[src/pmcg_map.svh]
// Register offsets, field positions, reset values and sizes for the power mode controller
//
// How it works
// - Sleep stops processor clock until reset or interrupt
// - Clocked peripherals run and wake from sleep
// - Sleep states keep state and hold pins
// - Deep-sleep stops processor clock like sleep
// - Deep-sleep powers down analog except kept ones
// - Deep-sleep gates main, peripheral clocks unless kept
// - Flash goes to standby in deep-sleep
// - Listed peripherals may stay running in deep-sleep
// - Three oscillators may stay running in deep-sleep
// - Brownout below level sets pollable, interruptible flag
// - Separate brownout reset and interrupt thresholds
// - Enabled watchdog configuration locked until reset
// - Reset runs system from low internal oscillator
// - High oscillator selectable between 96 and 48 MHz
// - Unused clock mux should select the none source
// - Main clock drives processor and bus
// - RTC oscillator enabled before slow clock use
// - Watchdog oscillator enabled before its use
// - Clock input pin routed before its use
`ifndef PMCG_MAP_SVH
`define PMCG_MAP_SVH

`define PMCG_NUM_PERIPH      10
`define PMCG_NUM_ANALOG      4
`define PMCG_NUM_BOD_LEVELS  4

`define PMCG_OFS_CTRL        8'h00
`define PMCG_OFS_PERIPH_RUN  8'h04
`define PMCG_OFS_PERIPH_KEEP 8'h08
`define PMCG_OFS_KEEP        8'h0c
`define PMCG_OFS_CLOCK       8'h10
`define PMCG_OFS_BOD         8'h14
`define PMCG_OFS_WDT         8'h18
`define PMCG_OFS_STATUS      8'h1c

`define PMCG_KEEP_MAIN       8
`define PMCG_KEEP_OSC_LO     9
`define PMCG_CLOCK_HF96      3
`define PMCG_CLOCK_RTC_EN    4
`define PMCG_CLOCK_WDT_EN    5
`define PMCG_CLOCK_PIN_EN    6
`define PMCG_BOD_INT_EN      4
`define PMCG_BOD_RST_EN      5
`define PMCG_BOD_CLEAR       8
`define PMCG_WDT_EN          8

`define PMCG_RST_PERIPH_RUN  10'h3ff
`define PMCG_RST_PERIPH_KEEP 10'h000
`define PMCG_RST_ANALOG_KEEP 4'h0
`define PMCG_RST_WDT_CFG     8'h00

`endif

[src/pmcg_pkg.sv]
// Types shared by both ends of the power mode controller
package pmcg_pkg;
	typedef enum logic [1:0] {PMCG_REQ_RUN, PMCG_REQ_SLEEP, PMCG_REQ_DEEP} pmcg_mode_t;
	typedef enum logic [1:0] {PMCG_ST_RUN, PMCG_ST_SLEEP, PMCG_ST_DEEP, PMCG_ST_WAKE} pmcg_state_t;
	typedef enum logic [2:0] {PMCG_SRC_LOW_OSC, PMCG_SRC_HIGH_OSC, PMCG_SRC_RTC_SLOW,
		PMCG_SRC_WDT_OSC, PMCG_SRC_CLK_IN, PMCG_SRC_NONE} pmcg_clk_src_t;
endpackage : pmcg_pkg

[src/pmcg_if.sv]
// Link between the core-side controller and the power mode sequencer
`timescale 1ns/1ns
interface pmcg_if
	#(parameter int P = 10, parameter int A = 4);
	import pmcg_pkg::*;
	pmcg_mode_t    mode_req;
	logic          mode_req_valid;
	logic [P-1:0]  periph_run;
	logic [P-1:0]  periph_keep;
	logic [A-1:0]  analog_keep;
	logic          main_keep;
	logic [2:0]    osc_keep;
	pmcg_clk_src_t clk_sel;
	logic          high_osc_96m;
	logic          rtc_osc_en;
	logic          wdt_osc_en;
	logic [1:0]    bod_int_sel;
	logic [1:0]    bod_rst_sel;
	logic          bod_int_en;
	logic          bod_rst_en;
	logic          bod_clear;
	logic          wdt_en;
	logic [7:0]    wdt_cfg;
	pmcg_state_t   state;
	logic          cpu_run;
	logic          wake;
	logic          bod_flag;
	logic          wdt_locked;
	pmcg_clk_src_t clk_active;

	modport host (output mode_req, mode_req_valid, periph_run, periph_keep, analog_keep,
		main_keep, osc_keep, clk_sel, high_osc_96m, rtc_osc_en, wdt_osc_en, bod_int_sel,
		bod_rst_sel, bod_int_en, bod_rst_en, bod_clear, wdt_en, wdt_cfg,
		input state, cpu_run, wake, bod_flag, wdt_locked, clk_active);
	modport dev (input mode_req, mode_req_valid, periph_run, periph_keep, analog_keep,
		main_keep, osc_keep, clk_sel, high_osc_96m, rtc_osc_en, wdt_osc_en, bod_int_sel,
		bod_rst_sel, bod_int_en, bod_rst_en, bod_clear, wdt_en, wdt_cfg,
		output state, cpu_run, wake, bod_flag, wdt_locked, clk_active);
endinterface : pmcg_if

[src/pmcg_device.sv]
// Power mode sequencer: sleep entry, wake, clock gating, brownout and watchdog lock
`timescale 1ns/1ns
`include "pmcg_map.svh"
module pmcg_device
	#(
	parameter int P = `PMCG_NUM_PERIPH,
	parameter int A = `PMCG_NUM_ANALOG,
	parameter int L = `PMCG_NUM_BOD_LEVELS
	)
	(
	input  wire logic              CORE_CLK_IN,
	input  wire logic              RESET_IN,
	input  wire logic              CE_IN,
	pmcg_if.dev                    LINK,
	input  wire logic [P-1:0]      PERIPH_IRQ_IN,
	input  wire logic [L-1:0]      VDD_BELOW_IN,
	output logic                   CPU_CLK_EN_OUT,
	output logic                   MAIN_CLK_EN_OUT,
	output logic [P-1:0]           PERIPH_CLK_EN_OUT,
	output logic [A-1:0]           ANALOG_PD_OUT,
	output logic                   FLASH_STANDBY_OUT,
	output logic                   STATE_HOLD_OUT,
	output logic                   LOW_OSC_EN_OUT,
	output logic                   HIGH_OSC_EN_OUT,
	output logic                   HIGH_OSC_96M_OUT,
	output logic                   RTC_OSC_EN_OUT,
	output logic                   WDT_OSC_EN_OUT,
	output pmcg_pkg::pmcg_clk_src_t MAIN_CLK_SEL_OUT,
	output logic                   BOD_RESET_OUT,
	output logic                   WDT_EN_OUT,
	output logic [7:0]             WDT_CFG_OUT
	);
	import pmcg_pkg::*;

	// Sequence: run, then sleep or deep, then one wake cycle back to run
	pmcg_state_t  state_q;
	pmcg_state_t  state_d;
	logic         wake_q;
	logic         bod_flag_q;
	logic [L-1:0] vdd_below;
	// Reset waits for the clock enable, so a frozen block keeps every flop
	wire          do_reset = RESET_IN & CE_IN;

	// Comparator outputs come from the analog domain, one bit per threshold level
	pmcg_sync3 #(.W(L)) u_bod_sync (
		.clk_in   (CORE_CLK_IN),
		.rst_in   (do_reset),
		.ce_in    (CE_IN),
		.async_in (VDD_BELOW_IN),
		.sync_out (vdd_below)
	);

	wire bod_int_hit  = vdd_below[LINK.bod_int_sel];
	wire bod_rst_hit  = vdd_below[LINK.bod_rst_sel];
	// A brownout seen in the clearing cycle wins over the clear
	wire bod_flag_d   = bod_int_hit | (bod_flag_q & ~LINK.bod_clear);
	wire bod_wake     = bod_flag_q & LINK.bod_int_en;
	// Only clocked peripherals can raise a wake while sleeping
	wire sleep_wake   = |(PERIPH_IRQ_IN & LINK.periph_run) | bod_wake;
	// In deep-sleep only peripherals kept clocked can still reach the core
	wire deep_wake    = |(PERIPH_IRQ_IN & LINK.periph_run & LINK.periph_keep) | bod_wake;
	// Requests count only from run; one arriving while asleep is dropped
	wire enter_sleep  = LINK.mode_req_valid && (LINK.mode_req == PMCG_REQ_SLEEP);
	wire enter_deep   = LINK.mode_req_valid && (LINK.mode_req == PMCG_REQ_DEEP);
	wire next_deep    = (state_d == PMCG_ST_DEEP);
	wire next_run     = (state_d == PMCG_ST_RUN);
	wire wake_d       = (state_d == PMCG_ST_WAKE);
	// Retention and pin hold cover both sleep depths
	wire next_hold    = (state_d == PMCG_ST_SLEEP) || next_deep;
	wire [P-1:0] keep_mask = next_deep ? LINK.periph_keep : {P{1'b1}};
	wire         cpu_clk_en_d  = next_run;
	wire         main_clk_en_d = ~next_deep | LINK.main_keep;
	wire [P-1:0] periph_en_d   = LINK.periph_run & keep_mask;
	wire [A-1:0] analog_pd_d   = next_deep ? ~LINK.analog_keep : '0;
	// One keep bit holds the whole free-running oscillator, both of its outputs
	wire         fro_on        = ~next_deep | LINK.osc_keep[0];
	wire         high_osc_on   = fro_on && (LINK.clk_sel == PMCG_SRC_HIGH_OSC);
	wire         rtc_osc_on    = LINK.rtc_osc_en & (~next_deep | LINK.osc_keep[1]);
	wire         wdt_osc_on    = LINK.wdt_osc_en & (~next_deep | LINK.osc_keep[2]);
	// A source change in mid-sleep would wake the core on a clock nobody checked
	wire         sel_load      = (state_q == PMCG_ST_RUN);
	wire         bod_reset_d   = LINK.bod_rst_en & bod_rst_hit;

	always_comb
	begin
		state_d = state_q;
		case (state_q)
			PMCG_ST_RUN:
			begin
				if (enter_sleep)
					state_d = PMCG_ST_SLEEP;
				else if (enter_deep)
					state_d = PMCG_ST_DEEP;
			end
			PMCG_ST_SLEEP:
			begin
				if (sleep_wake)
					state_d = PMCG_ST_WAKE;
			end
			PMCG_ST_DEEP:
			begin
				if (deep_wake)
					state_d = PMCG_ST_WAKE;
			end
			PMCG_ST_WAKE:
			begin
				// Clocks came back on entry; the processor follows one cycle later
				state_d = PMCG_ST_RUN;
			end
			default:
				state_d = PMCG_ST_RUN;
		endcase
	end

	always_ff @(posedge CORE_CLK_IN)
	begin
		if (do_reset)
		begin
			state_q    <= PMCG_ST_RUN;
			wake_q     <= 1'b0;
			bod_flag_q <= 1'b0;
		end
		else if (CE_IN)
		begin
			state_q    <= state_d;
			// Marks the one cycle between restored clocks and a running core
			wake_q     <= wake_d;
			bod_flag_q <= bod_flag_d;
		end
	end

	// Processor clock returns one cycle after the gated clocks, so it never runs ungated
	always_ff @(posedge CORE_CLK_IN)
	begin
		if (do_reset)
		begin
			CPU_CLK_EN_OUT    <= 1'b1;
			MAIN_CLK_EN_OUT   <= 1'b1;
			PERIPH_CLK_EN_OUT <= `PMCG_RST_PERIPH_RUN;
			ANALOG_PD_OUT     <= '0;
			FLASH_STANDBY_OUT <= 1'b0;
			STATE_HOLD_OUT    <= 1'b0;
		end
		else if (CE_IN)
		begin
			CPU_CLK_EN_OUT    <= cpu_clk_en_d;
			MAIN_CLK_EN_OUT   <= main_clk_en_d;
			PERIPH_CLK_EN_OUT <= periph_en_d;
			ANALOG_PD_OUT     <= analog_pd_d;
			FLASH_STANDBY_OUT <= next_deep;
			STATE_HOLD_OUT    <= next_hold;
		end
	end

	// Oscillator keep bits: free-running oscillator (low and high outputs), RTC oscillator, watchdog oscillator
	always_ff @(posedge CORE_CLK_IN)
	begin
		if (do_reset)
		begin
			// Out of reset only the low oscillator runs, and the core runs from it
			LOW_OSC_EN_OUT   <= 1'b1;
			HIGH_OSC_EN_OUT  <= 1'b0;
			HIGH_OSC_96M_OUT <= 1'b0;
			RTC_OSC_EN_OUT   <= 1'b0;
			WDT_OSC_EN_OUT   <= 1'b0;
			MAIN_CLK_SEL_OUT <= PMCG_SRC_LOW_OSC;
		end
		else if (CE_IN)
		begin
			LOW_OSC_EN_OUT   <= fro_on;
			HIGH_OSC_EN_OUT  <= high_osc_on;
			HIGH_OSC_96M_OUT <= LINK.high_osc_96m;
			RTC_OSC_EN_OUT   <= rtc_osc_on;
			WDT_OSC_EN_OUT   <= wdt_osc_on;
			// Switching the source is only done while the processor runs
			if (sel_load)
				MAIN_CLK_SEL_OUT <= LINK.clk_sel;
		end
	end

	// Brownout reset request and watchdog lock
	always_ff @(posedge CORE_CLK_IN)
	begin
		if (do_reset)
		begin
			BOD_RESET_OUT <= 1'b0;
			WDT_EN_OUT    <= 1'b0;
			WDT_CFG_OUT   <= `PMCG_RST_WDT_CFG;
		end
		else if (CE_IN)
		begin
			// A level, not a latch: reset stays asked for while the supply is low
			BOD_RESET_OUT <= bod_reset_d;
			// Once running the watchdog ignores every change; only reset clears it
			if (!WDT_EN_OUT)
			begin
				WDT_EN_OUT  <= LINK.wdt_en;
				WDT_CFG_OUT <= LINK.wdt_cfg;
			end
		end
	end

	// Status back to the controller, all straight from flops
	assign LINK.state      = state_q;
	assign LINK.cpu_run    = CPU_CLK_EN_OUT;
	assign LINK.wake       = wake_q;
	assign LINK.bod_flag   = bod_flag_q;
	assign LINK.wdt_locked = WDT_EN_OUT;
	assign LINK.clk_active = MAIN_CLK_SEL_OUT;
endmodule : pmcg_device

[src/pmcg_sync3.sv]
// Three-stage synchroniser; output follows once stages two and three agree
`timescale 1ns/1ns
module pmcg_sync3
	#(parameter int W = 4)
	(
	input  wire logic         clk_in,
	input  wire logic         rst_in,
	input  wire logic         ce_in,
	input  wire logic [W-1:0] async_in,
	output logic      [W-1:0] sync_out
	);

	logic [W-1:0] s1_q;
	logic [W-1:0] s2_q;
	logic [W-1:0] s3_q;
	wire  [W-1:0] agree = ~(s2_q ^ s3_q);

	always_ff @(posedge clk_in)
	begin
		if (rst_in)
		begin
			s1_q     <= '0;
			s2_q     <= '0;
			s3_q     <= '0;
			sync_out <= '0;
		end
		else if (ce_in)
		begin
			s1_q     <= async_in;
			s2_q     <= s1_q;
			s3_q     <= s2_q;
			sync_out <= (agree & s3_q) | (~agree & sync_out);
		end
	end
endmodule : pmcg_sync3

[src/flat_wrapper.sv]
// flat-port wrapper written by rule: the top's interface ports become plain ports
module pmcg_device_flat import pmcg_pkg::*;
#(
	parameter int P = `PMCG_NUM_PERIPH,
	parameter int A = `PMCG_NUM_ANALOG,
	parameter int L = `PMCG_NUM_BOD_LEVELS
	)
  (CORE_CLK_IN, RESET_IN, CE_IN, PERIPH_IRQ_IN, VDD_BELOW_IN, CPU_CLK_EN_OUT, MAIN_CLK_EN_OUT, PERIPH_CLK_EN_OUT, ANALOG_PD_OUT, FLASH_STANDBY_OUT, STATE_HOLD_OUT, LOW_OSC_EN_OUT, HIGH_OSC_EN_OUT, HIGH_OSC_96M_OUT, RTC_OSC_EN_OUT, WDT_OSC_EN_OUT, MAIN_CLK_SEL_OUT, BOD_RESET_OUT, WDT_EN_OUT, WDT_CFG_OUT, LINK_mode_req, LINK_mode_req_valid, LINK_periph_run, LINK_periph_keep, LINK_analog_keep, LINK_main_keep, LINK_osc_keep, LINK_clk_sel, LINK_high_osc_96m, LINK_rtc_osc_en, LINK_wdt_osc_en, LINK_bod_int_sel, LINK_bod_rst_sel, LINK_bod_int_en, LINK_bod_rst_en, LINK_bod_clear, LINK_wdt_en, LINK_wdt_cfg, LINK_state, LINK_cpu_run, LINK_wake, LINK_bod_flag, LINK_wdt_locked, LINK_clk_active);
  pmcg_if #(.P(P), .A(A)) LINK_i ();
  input  wire logic CORE_CLK_IN;
  input  wire logic RESET_IN;
  input  wire logic CE_IN;
  input  wire logic [P-1:0] PERIPH_IRQ_IN;
  input  wire logic [L-1:0] VDD_BELOW_IN;
  output logic CPU_CLK_EN_OUT;
  output logic MAIN_CLK_EN_OUT;
  output logic [P-1:0] PERIPH_CLK_EN_OUT;
  output logic [A-1:0] ANALOG_PD_OUT;
  output logic FLASH_STANDBY_OUT;
  output logic STATE_HOLD_OUT;
  output logic LOW_OSC_EN_OUT;
  output logic HIGH_OSC_EN_OUT;
  output logic HIGH_OSC_96M_OUT;
  output logic RTC_OSC_EN_OUT;
  output logic WDT_OSC_EN_OUT;
  output pmcg_pkg::pmcg_clk_src_t MAIN_CLK_SEL_OUT;
  output logic BOD_RESET_OUT;
  output logic WDT_EN_OUT;
  output logic [7:0] WDT_CFG_OUT;
  input wire logic [$bits(LINK_i.mode_req)-1:0] LINK_mode_req;
  input wire logic [$bits(LINK_i.mode_req_valid)-1:0] LINK_mode_req_valid;
  input wire logic [$bits(LINK_i.periph_run)-1:0] LINK_periph_run;
  input wire logic [$bits(LINK_i.periph_keep)-1:0] LINK_periph_keep;
  input wire logic [$bits(LINK_i.analog_keep)-1:0] LINK_analog_keep;
  input wire logic [$bits(LINK_i.main_keep)-1:0] LINK_main_keep;
  input wire logic [$bits(LINK_i.osc_keep)-1:0] LINK_osc_keep;
  input wire logic [$bits(LINK_i.clk_sel)-1:0] LINK_clk_sel;
  input wire logic [$bits(LINK_i.high_osc_96m)-1:0] LINK_high_osc_96m;
  input wire logic [$bits(LINK_i.rtc_osc_en)-1:0] LINK_rtc_osc_en;
  input wire logic [$bits(LINK_i.wdt_osc_en)-1:0] LINK_wdt_osc_en;
  input wire logic [$bits(LINK_i.bod_int_sel)-1:0] LINK_bod_int_sel;
  input wire logic [$bits(LINK_i.bod_rst_sel)-1:0] LINK_bod_rst_sel;
  input wire logic [$bits(LINK_i.bod_int_en)-1:0] LINK_bod_int_en;
  input wire logic [$bits(LINK_i.bod_rst_en)-1:0] LINK_bod_rst_en;
  input wire logic [$bits(LINK_i.bod_clear)-1:0] LINK_bod_clear;
  input wire logic [$bits(LINK_i.wdt_en)-1:0] LINK_wdt_en;
  input wire logic [$bits(LINK_i.wdt_cfg)-1:0] LINK_wdt_cfg;
  output wire logic [$bits(LINK_i.state)-1:0] LINK_state;
  output wire logic [$bits(LINK_i.cpu_run)-1:0] LINK_cpu_run;
  output wire logic [$bits(LINK_i.wake)-1:0] LINK_wake;
  output wire logic [$bits(LINK_i.bod_flag)-1:0] LINK_bod_flag;
  output wire logic [$bits(LINK_i.wdt_locked)-1:0] LINK_wdt_locked;
  output wire logic [$bits(LINK_i.clk_active)-1:0] LINK_clk_active;
  assign LINK_i.mode_req = LINK_mode_req;
  assign LINK_i.mode_req_valid = LINK_mode_req_valid;
  assign LINK_i.periph_run = LINK_periph_run;
  assign LINK_i.periph_keep = LINK_periph_keep;
  assign LINK_i.analog_keep = LINK_analog_keep;
  assign LINK_i.main_keep = LINK_main_keep;
  assign LINK_i.osc_keep = LINK_osc_keep;
  assign LINK_i.clk_sel = LINK_clk_sel;
  assign LINK_i.high_osc_96m = LINK_high_osc_96m;
  assign LINK_i.rtc_osc_en = LINK_rtc_osc_en;
  assign LINK_i.wdt_osc_en = LINK_wdt_osc_en;
  assign LINK_i.bod_int_sel = LINK_bod_int_sel;
  assign LINK_i.bod_rst_sel = LINK_bod_rst_sel;
  assign LINK_i.bod_int_en = LINK_bod_int_en;
  assign LINK_i.bod_rst_en = LINK_bod_rst_en;
  assign LINK_i.bod_clear = LINK_bod_clear;
  assign LINK_i.wdt_en = LINK_wdt_en;
  assign LINK_i.wdt_cfg = LINK_wdt_cfg;
  assign LINK_state = LINK_i.state;
  assign LINK_cpu_run = LINK_i.cpu_run;
  assign LINK_wake = LINK_i.wake;
  assign LINK_bod_flag = LINK_i.bod_flag;
  assign LINK_wdt_locked = LINK_i.wdt_locked;
  assign LINK_clk_active = LINK_i.clk_active;
  pmcg_device #(.P(P), .A(A), .L(L)) u_core (.CORE_CLK_IN(CORE_CLK_IN), .RESET_IN(RESET_IN), .CE_IN(CE_IN), .LINK(LINK_i), .PERIPH_IRQ_IN(PERIPH_IRQ_IN), .VDD_BELOW_IN(VDD_BELOW_IN), .CPU_CLK_EN_OUT(CPU_CLK_EN_OUT), .MAIN_CLK_EN_OUT(MAIN_CLK_EN_OUT), .PERIPH_CLK_EN_OUT(PERIPH_CLK_EN_OUT), .ANALOG_PD_OUT(ANALOG_PD_OUT), .FLASH_STANDBY_OUT(FLASH_STANDBY_OUT), .STATE_HOLD_OUT(STATE_HOLD_OUT), .LOW_OSC_EN_OUT(LOW_OSC_EN_OUT), .HIGH_OSC_EN_OUT(HIGH_OSC_EN_OUT), .HIGH_OSC_96M_OUT(HIGH_OSC_96M_OUT), .RTC_OSC_EN_OUT(RTC_OSC_EN_OUT), .WDT_OSC_EN_OUT(WDT_OSC_EN_OUT), .MAIN_CLK_SEL_OUT(MAIN_CLK_SEL_OUT), .BOD_RESET_OUT(BOD_RESET_OUT), .WDT_EN_OUT(WDT_EN_OUT), .WDT_CFG_OUT(WDT_CFG_OUT));
endmodule
[config.mk]
export PLATFORM = sky130hd
export DESIGN_NAME = pmcg_device_flat
export DESIGN_NICKNAME = d
export VERILOG_FILES = /design/src/pmcg_pkg.sv /design/src/pmcg_if.sv /design/src/pmcg_device.sv /design/src/pmcg_sync3.sv /design/src/flat_wrapper.sv
export VERILOG_INCLUDE_DIRS = /design/src
export SDC_FILE = /design/constraint.sdc
export NUM_CORES = 1
export LEC_CHECK = 0
export BUFFER_PORTS_ARGS = -buffer_cell sky130_fd_sc_hd__buf_4
export CAP_MARGIN = 30
export CORE_MARGIN = 1
export CORE_UTILIZATION = 46
export CTS_CLUSTER_SIZE = 16
export DETAILED_ROUTE_END_ITERATION = 12
export HOLD_SLACK_MARGIN = 0.15
export PLACE_DENSITY = 0.78
export SLEW_MARGIN = 20
export SYNTH_ARGS = -nofsm -noshare
export SYNTH_HDL_FRONTEND = slang
export SYNTH_HIERARCHICAL = 1
export SYNTH_SLANG_ARGS = --single-unit
[constraint.sdc]
create_clock -name CORE_CLK_IN -period 2.2 [get_ports CORE_CLK_IN]
set_input_delay 0.44 -clock CORE_CLK_IN [delete_from_list [all_inputs] [get_ports CORE_CLK_IN]]
set_output_delay 0.44 -clock CORE_CLK_IN [all_outputs]
set_load 0.005 [all_outputs]
=== Word level (Yosys, flattened, before mapping) ===
Index checks and enable logic that the tools add are counted.

* Flip-flop bits (word level): 56
* Bits of input ports: 70
* Logic and storage cells: 81

* Magnitude comparators: 2
* Equal/unequal tests: 9
* Mux-type cells: 12
* Bitwise gates (word level): 26
* Reductions and logical operators: 10

{| class="wikitable"
|+ Operators by type and width
! cell !! count
|-
| AND 10 bit || 3
|-
| OR reduction 10 bit || 2
|-
| NOT 4 bit || 3
|-
| == test 2 bit, second input constant || 5
|-
| 2-to-1 mux 10 bit || 1
|-
| AND 4 bit || 2
|-
| 2-to-1 mux 2 bit || 4
|-
| case mux 2 bit (4 select lines) || 1
|-
| bitwise OR 1 bit || 7
|-
| AND 1 bit || 6
|-
| == test 2 x 1 -> 1 bit, second input constant || 3
|-
| < comparator 2 x 3 -> 1 bit, second input constant || 2
|-
| binary-select mux 1 bit (select 2 bit) || 2
|-
| logical NOT 2 bit || 2
|-
| 2-to-1 mux 4 bit || 1
|-
| bitwise OR 4 bit || 1
|-
| AND reduction 2 bit || 2
|-
| XOR 4 bit || 1
|-
| == test 3 x 1 -> 1 bit, second input constant || 1
|-
| logical AND 1 bit || 3
|-
| 2-to-1 mux 1 bit || 3
|-
| NOT 1 bit || 3
|-
| logical OR 1 bit || 1
|}

=== Depth between registers and ports, before layout ===
Gate-level depths: netlist of the first run.

* Depth in word-level cells: 10
* Mapped depth: 9
* Depth with buffers taken out: 9

=== Modules after synthesis ===
Netlist of the first run, hierarchy kept.

{| class="wikitable"
|+ Modules (own cells, without submodules)
! module !! instances !! cells each !! area an instance (µm²) !! sequential area each (µm²)
|-
| pmcg_device || 1 || 190 || 1737.9 || 800.8
|-
| pmcg_sync3 || 1 || 64 || 700.7 || 320.3
|}

=== Least setup slack after synthesis of the first run ===
Ideal clock, no wire load.

* Path kind: in2reg
* Start: in LINK_bod_int_en
* End: reg u_core.RTC_OSC_EN_OUT
* Library setup time: 0.127 ns
* Arrival: 1.672 ns
* Slack: 0.400 ns
* Stages on the path: 9
* Buffers on the path: 0
* Path through: a21boi_1 nand4_1 or3_4 and2_2 inv_1 ha_1 inv_1 o211ai_1 o2bb2ai_1

* Cells in the longest elaborated chain, start to end: 8

{| class="wikitable"
|+ RTL lines
! item !! RTL line !! RTL
|-
| start: declaration || flat_wrapper.sv:43 || <nowiki>input wire logic [$bits(LINK_i.bod_int_en)-1:0] LINK_bod_int_en;</nowiki>
|-
| AND 1 bit * || pmcg_device.sv:57 || <nowiki>wire bod_wake = bod_flag_q & LINK.bod_int_en;</nowiki>
|-
| bitwise OR 1 bit, on equally long branches || pmcg_device.sv:61, pmcg_device.sv:59 ||
|-
| 2-to-1 mux 2 bit, on equally long branches || pmcg_device.sv:102, pmcg_device.sv:97 ||
|-
| case mux 2 bit (4 select lines) * || pmcg_device.sv:87 || <nowiki>case (state_q)</nowiki>
|-
| == test 2 bit * || pmcg_device.sv:65 || <nowiki>wire next_deep = (state_d == PMCG_ST_DEEP);</nowiki>
|-
| net u_core.next_deep || pmcg_device.sv:65 ||
|-
| NOT 1 bit * || pmcg_device.sv:78 || <nowiki>wire rtc_osc_on = LINK.rtc_osc_en & (~next_deep | LINK.osc_keep[1]);</nowiki>
|-
| bitwise OR 1 bit * || pmcg_device.sv:78 ||
|-
| AND 1 bit * || pmcg_device.sv:78 ||
|-
| end signal: assignment || pmcg_device.sv:173 || <nowiki>RTC_OSC_EN_OUT <= rtc_osc_on;</nowiki>
|-
| end: declaration || pmcg_device.sv:26 || <nowiki>output logic RTC_OSC_EN_OUT,</nowiki>
|}

The timed path passes the listed nets; every way through them passes the cells marked *.
A chain may end at the register's enable or synchronous reset.

=== Final worst setup path of the first run ===
* Start: reg u_core.bod_flag_q (netlist: u_core/LINK.bod_flag)
* End: reg u_core.PERIPH_CLK_EN_OUT[0]

* Cells in the longest elaborated chain, start to end: 7

{| class="wikitable"
|+ RTL lines
! item !! RTL line !! RTL
|-
| start: declaration || pmcg_device.sv:39 || <nowiki>logic bod_flag_q;</nowiki>
|-
| start signal: assignment || pmcg_device.sv:128 || <nowiki>bod_flag_q <= bod_flag_d;</nowiki>
|-
| AND 1 bit * || pmcg_device.sv:57 ||
|-
| bitwise OR 1 bit, on equally long branches || pmcg_device.sv:61, pmcg_device.sv:59 ||
|-
| 2-to-1 mux 2 bit, on equally long branches || pmcg_device.sv:102, pmcg_device.sv:97 ||
|-
| case mux 2 bit (4 select lines) * || pmcg_device.sv:87 ||
|-
| == test 2 bit * || pmcg_device.sv:65 ||
|-
| net u_core.next_deep || pmcg_device.sv:65 ||
|-
| 2-to-1 mux 10 bit * || pmcg_device.sv:70 || <nowiki>wire [P-1:0] keep_mask = next_deep ? LINK.periph_keep : {P{1'b1}};</nowiki>
|-
| AND 10 bit * || pmcg_device.sv:73 || <nowiki>wire [P-1:0] periph_en_d = LINK.periph_run & keep_mask;</nowiki>
|-
| end signal: assignment || pmcg_device.sv:139 || <nowiki>PERIPH_CLK_EN_OUT <= `PMCG_RST_PERIPH_RUN;</nowiki>
|-
| end signal: assignment || pmcg_device.sv:148 || <nowiki>PERIPH_CLK_EN_OUT <= periph_en_d;</nowiki>
|-
| end: declaration || pmcg_device.sv:19 || <nowiki>output logic [P-1:0] PERIPH_CLK_EN_OUT,</nowiki>
|}

Marked as above.

==> results.md, run 1 <==
Routing:
- The total routed wirelength is 6010 um.
- Dividing the detail-routed via count by the number of cells gives 5.18.
- The via count is 2,259.
- The detailed router finished its first iteration with 115 violations.
- The number of remaining DRC errors is 0.
- The remaining antenna violation count after routing is 0.
- The routed length per placed instance is 13.8 um.
- The number of detailed-routing iterations run before antenna repair is 4.

GRT:
- The via count of the first global-routing pass is 2,070.
- The wire length of the first global-routing pass is 9160 um.
- Global routing used 21.3% of the available tracks across all layers.
- The number of antenna violations at the first check in global routing is 0.
- Entering global routing, the biggest net connects 25 pins.
- Summed over all layers, the global routing overflow is 0.

Worst setup path:
- The maximum net fanout on the critical path is 4.
- The worst setup path is launched from a register.
- The critical path endpoint category is a register.
- The kind of critical path is reg -> reg.
- The required time of the critical path is 2360 ps.
- The data arrival time of the critical path is 2120 ps.

Clock network:
- The tree is rooted in a clkbuf_8.
- The clock passes through at most 2 buffers.
- The clock sink total is 56.
- TritonCTS built the clock tree.
- For the worst-skew pair, the clock arrives at the later sink with an insertion delay of 300 ps.
- Post-CTS repair changed the size of 0 cells.
- The number of clock buffers added by TritonCTS is 5.
- The clock-pin slew of the registers on the worst-case setup and hold paths is 90 ps.
- Post-CTS timing repair inserted 0 buffers for setup.
- The number of hold buffers added after CTS was 0.
- In this run the number of H-tree levels came out at 2.

Timing:
- The sum of negative setup slack is 0 ps.
- Across the routed clock network, the largest skew measured is 2.66 ps.
- The final period utilization is 89.1%.
- The number of hold violations in the final report is 0.
- Setup repair after global routing left no endpoint under its margin.
- The clock period could shrink to 1960 ps.
- The worst-case headroom to the max-slew limit is 46.5%.
- The final setup violation count is 0.
- The number of slew-limit violations in the final report is 0.
- The maximum achievable frequency is 0.510 GHz.
- At the pin with the least slew margin, the transition time is 797 ps.

Placement:
- The HPWL after detailed placement is 4530 um.
- At the end of routability-driven placement, the weighted congestion stood at 0.721.
- The count of buffers added on input and output ports is 114.
- The number of placed instances, taps included, is 428.

Floorplan:
- In this run the core area contains 26 standard-cell rows.
- The die width is 74.8 um.
- The core region area is 5110 um2.
- The I/O pin total is 115.
- The area of the die is 5600 um2.
- For this configuration, the core starts out at a cell density of 47.7%.
- The die height is 74.8 um.

Final layout:
- The number of antenna diodes in the final layout is 0.
- Leaving out filler cells and counting taps, the final layout contains 436.
- The number of filler instances in the final layout is 437.
- The total number of nets in the final design is 436.
- The end-of-flow core utilization is 67.3%.
- The proportion of layout cells with a drive suffix above 1 is 39.6%.
- The signed area change from the synthesized netlist to the final layout is 41.0%.

Flow run:
- Across the run, the number of max-cap violations was 0.

Yosys:
- In this run the biggest area consumer among cell types represents 46.0% of the synthesized area.
- In the post-synthesis netlist, the biggest area contributors are dfxtp_1 (46%), nor2_1 (5.7%), mux2i_1 (4.9%).
- The mapped netlist covers 2440 um2.
- Among all cell types in the netlist, the one instantiated most often is dfxtp_1.
- The number of nets in the synthesized netlist is 325.
- During synthesis, Yosys emitted a total of 6 warnings.
- Averaged over all synthesized cells, the footprint is 9.60 um2.
- The library cell occupying the most area in the post-synthesis netlist is dfxtp_1.
- Ranked by instance count, the synthesized netlist is headed by dfxtp_1 (56), nor2_1 (37), inv_1 (18).
- The number of distinct standard cells referenced by the synthesized netlist is 39.
- The synthesized design contains 56 register bits.
- The most common flop cell mapped by yosys is dfxtp_1.
- The share of flip-flops with an asynchronous set or reset is 0%.
- The number of flops mapped to enable cells by yosys is 0.
- The sequential fraction of the synthesis area is 46.0%.
- The number of instances in the synthesized netlist is 254.

Worst hold path:
- The type of the tightest min-delay check is in -> reg.

Power:
- Summed over all cells, the static leakage comes to 1.58 nW.
- The worst-case IR drop observed on VDD is 444 uV.
- The power density over the cells is 699 nW/um2.

Outcome:
- The flow ran to the end, and the final reports show no timing, DRC or antenna violations.
## state kept, by name (all words and copies together) (netlist names), 2 cells and up, named ones only
register	flops
u_core/ANALOG_PD_OUT	4
u_core/LINK.clk_active	3
u_core/LINK.state	2
u_core/PERIPH_CLK_EN_OUT	10
u_core/WDT_CFG_OUT	8
u_core/u_bod_sync/s1_q	4
u_core/u_bod_sync/s2_q	4
u_core/u_bod_sync/s3_q	4
## path summary, 6_finish.rpt
kind	startpoint	endpoint	slack [ps]	cells after the start
worst min-delay path	LINK_analog_keep[3]	u_core/ANALOG_PD_OUT[3]	320	2
worst min register to register	u_core/STATE_HOLD_OUT	u_core/STATE_HOLD_OUT	470	2
worst max-delay path	u_core/LINK.bod_flag	u_core/PERIPH_CLK_EN_OUT[0]	240	9
worst max register to register	u_core/LINK.bod_flag	u_core/PERIPH_CLK_EN_OUT[0]	240	9
## where the power goes
part / switching, mW / internal (mW) / total, mW
registers: 0.0773 / 1.12 / 1.20
clock network: 0.317 / 0.337 / 0.654
logic: 0.235 / 0.321 / 0.555
## through the flow
stage / hold WS (ps) / setup WS [ps] / instance area [um2] / power (mW)
6_report: 317 / 241 / 3440 / 2.40
5_1_grt: 308 / 131 / 3440 / 2.54
4_1_cts: 308 / 243 / 3440 / 2.43
3_5_place_dp: 450 / 70.5 / 3330 / 1.78
3_3_place_gp: 446 / 105 / 3330 / 1.76
2_1_floorplan: 452 / 400 / 2440 / 1.48
## cells in the final DEF, fill, tap and decap left out, types with 2 or more instances in the layout
master,n
nor2_1,37
nor2b_4,4
a22o_1,12
and2_2,2
o31ai_1,6
o32ai_2,4
inv_1,18
a21oi_1,9
nand4_1,2
a22oi_1,5
a221oi_1,9
o21ai_0,4
nand2_1,13
mux4_2,2
mux2i_1,12
a32o_1,5
o211ai_1,2
nand2b_1,5
clkbuf_8,5
nand3_1,12
dfxtp_1,56
o2bb2ai_1,3
buf_4,120
nor3_1,3
## layout make-up
class                   instances  area, um2  share of cell area, %
multi-input cells             164       1150                   33.5
clock inverters                 3       42.5                   1.24
inverters                      18       67.6                   1.96
flip-flops and latches         56       1120                   32.6
clock buffers                   5       68.8                   2.00
well taps                      70       87.6                   2.55
repair buffers                120        901                   26.2
## worst max-delay path, stage by stage, from the launching register on
cell and delay [ps]:
dfxtp_1 380, a21boi_1 140, nand4_1 130, or3_4 380, and2_2 220, inv_1 60
ha_1 150, inv_1 100, o21ai_0 170, a21oi_1 90
## per-layer routing
| layer | up-vias | track usage [%] | part of all wire [%] |
|---|---|---|---|
| met3 | 4 | 5.35 | 7.8 |
| met2 | 86 | 38.4 | 49 |
| met5 | - | 0 | 0 |
| met1 | 1034 | 25.5 | 43 |
| li1 | 1135 | - | - |
| met4 | 0 | 4.61 | 0.73 |
## logic make-up (layout without fill, tap and decap cells)
| group | count (synthesis) | count (layout) | share of synthesized area, % |
|---|---|---|---|
| simple gates | 84 | 84 | 17.5 |
| fa+ha+maj | 1 | 1 | 0.513 |
| flops | 56 | 56 | 46.0 |
| compound gates | 65 | 65 | 22.4 |
| mux | 14 | 14 | 6.77 |
| buf+inv | 34 | 146 | 6.82 |
No activity file was read; power rests on OpenSTA's default activity.
==> inputs of run 2 (changes only) <==
--- a/constraint.sdc
+++ b/constraint.sdc
@@ -3,2 +3,2 @@
 set_output_delay 0.44 -clock CORE_CLK_IN [all_outputs]
-set_load 0.005 [all_outputs]
+set_load 0.1 [all_outputs]
==> run 2 against run 1 <==
  * Core utilization fell by 0.83 points
  * Non-clock buffer count unchanged
  * Register-to-register slack better by 40 ps
  * Clock skew up 4.8 ps
  * First-iteration DRC count down 21%
  * Die area stayed put
  * Clock power down 24%
  * Critical endpoint unchanged
  * Largest power group is now combinational logic
==> results.md, run 2 (synthesis gave the netlist of run 1 again) <==
Timing:
- The sum of negative setup slack is 0 ps (unchanged).
- The final setup violation count is 0 (unchanged).
- Setup repair after global routing left no endpoint under its margin.
- The worst-case headroom to the max-slew limit is 59.4% (+13 points).
- The slew at the pin closest to its max-slew limit is 606 ps (-191 ps).
- The final critical delay including setup and external delays came to 1920 ps (-42.4 ps).
- The maximum clock skew at final layout came to 7.43 ps (+4.77 ps).
- The number of slew-limit violations in the final report is 0 (unchanged).
- The maximum achievable frequency was 0.522 GHz (+2.2%).
- The number of hold violations in the final report is 0 (unchanged).
- The final period utilization is 87.1% (-1.9 points).

Power:
- The power density over the cells was 864 nW/um2 (+24%).
- The worst supply voltage drop on vdd is 448 uV (+0.78%).
- The total leakage power is 1.56 nW (-1.1%).
- The overall power consumption came to 2.94 mW (+22%).

Worst setup path:
- STA classifies the critical path startpoint as a register.
- The setup path with the least slack is of type reg -> reg.
- The buffer and inverter count on the worst path is 2 (unchanged).
- The critical path goes through a21boi_1 > nand4_1 > or3_4 > and2_2 > inv_1 > ha_1 > inv_1 > o21ai_0 > a21oi_1.
- The maximum cell stage delay along the critical path is 380 ps (about the same).
- The data arrival time of the critical path was 2080 ps (-40 ps).
- The required time of the critical path is 2360 ps (about the same).
- The register-to-register setup slack is 280 ps (+40 ps).
- The maximum net fanout on the critical path is 4 (unchanged).
- The worst-case reg-to-reg path depth was 9 (unchanged).
- The slowest stage of the critical path belongs to the cell or3_4.
- The cell type with the highest occurrence count on the critical path is inv_1.
- In this run the critical register-to-register path is launched from u_core/LINK.bod_flag.
- The critical path's top delay family is simple AND/OR/NAND/NOR gates.
- The endpoint identified for the worst register-to-register timing path is u_core/PERIPH_CLK_EN_OUT[0].
- The critical path endpoint category is a register.

Clock network:
- TritonCTS built the clock tree.
- The number of post-CTS setup repair buffers came to 0 (unchanged).
- The number of H-tree branching levels is 2 (unchanged).
- The worst-skew pair later-pin latency is 300 ps (about the same).
- The clock-pin slew of the registers on the worst-case setup and hold paths is 90 ps (about the same).
- The clock sink total is 56 (unchanged).
- The number of buffers on the longest clock path is 2 (unchanged).
- The hold-fix buffer count after cts is 0 (unchanged).
- The post-cts resize count is 0 (unchanged).
- The root buffer cell chosen for the clock tree is clkbuf_8.
- The CTS buffer count was 5 (unchanged).

GRT:
- The number of antenna violations at the first check in global routing is 0 (unchanged).
- The wire length of the first global-routing pass came to 8730 um (-4.7%).
- The via count of the first global-routing pass is 1,885 (-8.9%).
- The global routing usage summed across all routing layers came to 20.5% (-0.79 points).
- The global route total overflow is 0 (unchanged).
- The largest net degree at the start of global routing is 28 (+12%).

Routing:
- The total routed wirelength is 5930 um (-1.4%).
- The number of detailed-routing iterations run before antenna repair is 4 (unchanged).
- The via count is 2,247 (-0.53%).
- The post-detailed-route via-to-cell ratio is 5.19 (+0.16%).
- The routed length per placed instance is 13.7 um (-0.68%).
- The number of remaining DRC errors is 0 (unchanged).
- The DRC marker count from the first detailed-route iteration is 91 (-21%).
- The remaining antenna violation count after routing is 0 (unchanged).

Worst hold path:
- The path with the worst hold slack has its endpoint at u_core/ANALOG_PD_OUT[0].
- The count of cells along the worst hold path is 2 (unchanged).
- The startpoint of the most critical hold path is LINK_analog_keep[0].
- The type of the tightest min-delay check is in -> reg.

Floorplan:
- The die width is 74.8 um (unchanged).
- The starting utilization of the core area was 47.7% (unchanged).
- The area of the die is 5600 um2 (unchanged).
- The core region area was 5110 um2 (unchanged).
- The row count was 26 (unchanged).
- The I/O pin total is 115 (unchanged).
- The die height is 74.8 um (unchanged).

Placement:
- The number of buffer cells added on primary ports came to 114 (unchanged).
- The total placed cells including tap cells is 427 (-0.23%).
- The last weighted congestion value of the routability-driven placer is 0.781 (+8.3%).
- The area of placed instances is 3320 um2 (-0.15%).
- The placed wire-length estimate is 4550 um (+0.32%).

Final layout:
- Ranked by flip-flop count, first place goes to u_core/PERIPH_CLK_EN_OUT.
- The most common library cell in the layout ignoring fill and taps is buf_4.
- The final cell count without fillers is 433 (-0.69%).
- The proportion of layout cells with a drive suffix above 1 came to 39.7% (+0.052 points).
- The antenna diode count came to 0 (unchanged).
- The flip-flop count of the largest register after layout is 10 (unchanged).
- The total number of nets in the final design is 436 (unchanged).
- The end-of-flow core utilization came to 66.5% (-0.83 points).
- Compared with the post-synthesis result, the final layout area differs by 39.3%.
- The finished layout cell area is 3400 um2 (-1.2%).
- The largest registers in the layout are u_core/PERIPH_CLK_EN_OUT x10, u_core/WDT_CFG_OUT x8.
- The library cells used most frequently in the layout, excluding fill and tap cells, are buf_4 (119), dfxtp_1 (54), nor2_1 (37).

Outcome:
- The run finished with clean final reports.

Flow run:
- The max-cap check violation count is 0 (unchanged).
run 2: area by class of cell:
| class | count | area (um2) |
|---|---|---|
| multi-input combinational | 164 | 1150 |
| inverter | 18 | 67.6 |
| clock buffer | 5 | 68.8 |
| fill | 426 | 1710 |
| tap | 70 | 87.6 |
| timing repair buffer | 120 | 898 |
| sequential | 56 | 1120 |
run 2: worst max-delay path by stage:
stage / from / endpoint / slack, ps / cells past startpoint
2_1_floorplan: u_core/LINK.state[1] / u_core/RTC_OSC_EN_OUT / 60 / 9
3_3_place_gp: LINK_bod_int_en / u_core/PERIPH_CLK_EN_OUT[0] / 120 / 10
3_5_place_dp: LINK_bod_int_en / u_core/RTC_OSC_EN_OUT / 110 / 10
4_1_cts: u_core/LINK.bod_flag / u_core/PERIPH_CLK_EN_OUT[0] / 300 / 9
5_1_grt: u_core/LINK.state[1] / u_core/ANALOG_PD_OUT[2] / 180 / 8
6_report: u_core/LINK.bod_flag / u_core/PERIPH_CLK_EN_OUT[0] / 280 / 9
run 2: report_power, final:
part,switching [mW],total [mW],internal (mW),leakage (nW)
registers,0.0740,1.19,1.12,0.463
logic,0.917,1.25,0.330,1.06
clock network,0.288,0.495,0.206,0.0359
total,1.28,2.94,1.66,1.56
run 2: worst reg2reg max path: stages, from the launching register on:
cell      delay, ps
dfxtp_1         370
a21boi_1        150
nand4_1         120
or3_4           380
and2_2          210
inv_1            60
ha_1            160
inv_1            90
o21ai_0         160
a21oi_1          80
run 2: per-stage QoR:
step	setup WS, ps	hold slack [ps]
floorplan	59.0	460
global placement	116	440
detailed placement	113	443
CTS	296	306
global route	176	307
finish	283	315
run 2: metal layers:
| layer | vias up | GRT usage [%] | wire, um |
|---|---|---|---|
| li1 | 1127 | - | - |
| met2 | 77 | 35.1 | 2870 |
| met4 | 0 | 5.03 | 38 |
| met1 | 1039 | 25.8 | 2580 |
| met5 | - | 0 | 0 |
| met3 | 4 | 5.35 | 443 |
==> inputs of run 3 (changes only) <==
CORE_UTILIZATION = 48   (was 46)
CTS_BUF_LIST = sky130_fd_sc_hd__clkbuf_2   (was not set)
PLACE_DENSITY = 0.81   (was 0.78)
clock period = 1.8 ns   (was 2.2 ns; I/O delays follow)
==> run 3 against run 2 <==
  * Register-to-register slack lost 230 ps
  * Final area grew 14%
  * Fmax grew 9.5%
  * Routed wire length grew 18%
==> results.md, run 3 (synthesis gave the netlist of run 1 again) <==
Worst setup path:
- The worst-case reg-to-reg path depth is 9 (unchanged).
- The source of the worst register-to-register timing path is u_core/LINK.bod_flag.
- The maximum net fanout on the critical path is 4 (unchanged).
- In this run the worst setup path begins at u_core/LINK.bod_flag.
- The worst setup path is captured at a register.
- The critical path is of the reg -> reg type.
- The required time of the critical path was 2190 ps (-170 ps).
- The end point of the critical path is u_core/WDT_OSC_EN_OUT.
- The reg-to-reg critical path endpoint is u_core/WDT_OSC_EN_OUT.
- The data arrival time of the critical path is 2140 ps (+60 ps).
- The worst setup path is launched from a register.
- The register-to-register setup slack is 50 ps (-230 ps).

Outcome:
- The run finished with clean final reports.

Final layout:
- The end-of-flow core utilization is 80.3% (+14 points).
- The antenna diode count is 0 (unchanged).
- The register containing the most flip-flops in the final layout is u_core/PERIPH_CLK_EN_OUT.
- The proportion of layout cells with a drive suffix above 1 came to 40.2% (+0.57 points).
- The signed area change from the synthesized netlist to the final layout is 58.6%.
- The number of filler instances in the final layout was 361 (-15%).
- In the final layout, the registers with the most flip-flops are u_core/PERIPH_CLK_EN_OUT x10, u_core/WDT_CFG_OUT x8.
- The finished layout cell area is 3870 um2 (+14%).
- The total number of nets in the final design is 480 (+10%).
- The most common library cell in the layout ignoring fill and taps is buf_4.
- Leaving out fill and tap cells, the most frequent cells in the layout are buf_4 (129), dfxtp_1 (53), nor2_1 (37).
- The flip-flop count of the largest register after layout is 10 (unchanged).

Power:
- The worst supply voltage drop on vdd was 745 uV (+66%).
- The total leakage power is 1.77 nW (+14%).
- The power density over the cells came to 975 nW/um2 (+13%).
- The overall power consumption is 3.77 mW (+28%).

Timing:
- The worst-case headroom to the max-slew limit is 44.9% (-15 points).
- Setup repair after global routing could not meet its margin everywhere.
- The maximum clock skew at final layout is 18.5 ps (+11.0 ps).
- The number of hold violations in the final report was 0 (unchanged).
- The slew at the pin closest to its max-slew limit is 820 ps (+214 ps).
- The final critical delay including setup and external delays is 1750 ps (-166 ps).
- The sum of negative setup slack is 0 ps (unchanged).
- The hold slack is 195 ps (-120 ps).
- The number of slew-limit violations in the final report is 0 (unchanged).
- The maximum achievable frequency is 0.571 GHz (+9.5%).
- The final setup violation count is 0 (unchanged).
- The final period utilization is 97.3% (+10 points).

Clock network:
- The worst-skew pair later-pin latency was 450 ps (+150 ps).
- The clock tree root driver cell is clkbuf_2.
- The clock-pin slew of the registers on the worst-case setup and hold paths is 270 ps (+180 ps).
- The TritonCTS clock tree is yes.
- The number of buffers on the longest clock path was 2 (unchanged).
- The CTS buffer count is 5 (unchanged).
- The number of H-tree branching levels is 2 (unchanged).
- The clock sink total was 56 (unchanged).

Worst hold path:
- The startpoint of the most critical hold path is LINK_osc_keep[1].
- The min-delay analysis places its worst path in the category in -> reg.

Placement:
- The area of placed instances is 3400 um2 (+2.4%).
- The number of buffer cells added on primary ports is 114 (unchanged).
- The last weighted congestion value of the routability-driven placer is 0.768 (-1.6%).
- The placed wire-length estimate is 4730 um (+4.0%).

Floorplan:
- The row count is 25 (-3.8%).
- The area of the die came to 5370 um2 (-4.1%).
- The die width came to 73.3 um (-2.1%).
- The core region area is 4820 um2 (-5.7%).
- The starting utilization of the core area is 50.6% (+2.9 points).
- The die height was 73.3 um (-2.1%).
- The I/O pin total was 115 (unchanged).

Routing:
- After detailed routing, no signal wire sits above met4.
- The post-detailed-route via-to-cell ratio is 5.20 (+0.27%).
- The total routed wirelength is 7010 um (+18%).
- The met3 wire length is 480 um (+8.4%).
- The DRC marker count from the first detailed-route iteration is 95 (+4.4%).
- The routed length on met2 is 3650 um (+27%).
- The routed metal-1 wirelength is 2780 um (+8.1%).
- The routed length per placed instance was 14.7 um (+7.3%).
- The via count is 2,482 (+10%).
- The number of remaining DRC errors is 0 (unchanged).
- The number of detailed-routing iterations run before antenna repair is 5 (+1).
- The remaining antenna violation count after routing is 0 (unchanged).

GRT:
- The global route total overflow was 0 (unchanged).
- The via count of the first global-routing pass came to 2,329 (+24%).
- The wire length of the first global-routing pass came to 10,500 um (+21%).
- The largest net degree at the start of global routing was 28 (unchanged).
- The number of antenna violations at the first check in global routing came to 0 (unchanged).
- The global routing usage summed across all routing layers was 25.8% (+5.3 points).

Flow run:
- The max-cap check violation count is 0 (unchanged).
run 3: per-stage QoR:
step	setup slack (ps)	cells
final	48.8	477
after global routing	-83.6	477
after CTS	8.74	473
after detailed placement	-85.1	432
after global placement	-25.0	432
after floorplan	-94.1	254
run 3: where the power goes:
group | switching, mW | internal, mW | total (mW)
clock | 0.385 | 0.238 | 0.623
combinational | 1.17 | 0.506 | 1.67
sequential | 0.0983 | 1.37 | 1.47
total | 1.65 | 2.12 | 3.77
run 3: how the worst min path moves through the flow:
stage	endpoint	slack, ps	depth (start not counted)
after detailed placement	u_core/STATE_HOLD_OUT	450	2
after CTS	u_core/u_bod_sync/s1_q[1]	160	3
final	u_core/RTC_OSC_EN_OUT	190	3
after global placement	u_core/ANALOG_PD_OUT[0]	440	2
after global routing	u_core/PERIPH_CLK_EN_OUT[4]	150	3
after floorplan	u_core/u_bod_sync/s1_q[0]	460	2
run 3: area by class of cell:
| class | count | area [um2] | share of cell area, % |
|---|---|---|---|
| inverters | 18 | 70.1 | 1.81 |
| repair buffers | 164 | 1320 | 34.1 |
| multi-input cells | 164 | 1200 | 31.0 |
| well taps | 67 | 83.8 | 2.17 |
| clock buffers | 6 | 30.0 | 0.776 |
| clock inverters | 2 | 35.0 | 0.906 |
| flip-flops and latches | 56 | 1130 | 29.2 |
run 3: critical path, cell delays in order, from the launching register on:
cell and delay, ps:
dfxtp_2 420, a21boi_2 120, nand4_1 110, or3_4 380, and2_4 160, inv_2 50
ha_4 150, inv_4 40, o211ai_1 180, o2bb2ai_1 90
run 3: metal layers:
metal / vias up / track usage [%]
met5: - / 0
met4: 0 / 7.19
met3: 9 / 6.58
met2: 91 / 49.1
met1: 1167 / 28.1
li1: 1215 / -
run 3: what timing repair did:
item | in CTS | in global routing
resized for setup | 1 | 6
endpoints found under the setup margin | 2 | 7
pin swaps | 1 | 2
setup buffers | 1 | 1
hold buffers | 32 | 3
hold endpoints to repair | 32 | 3
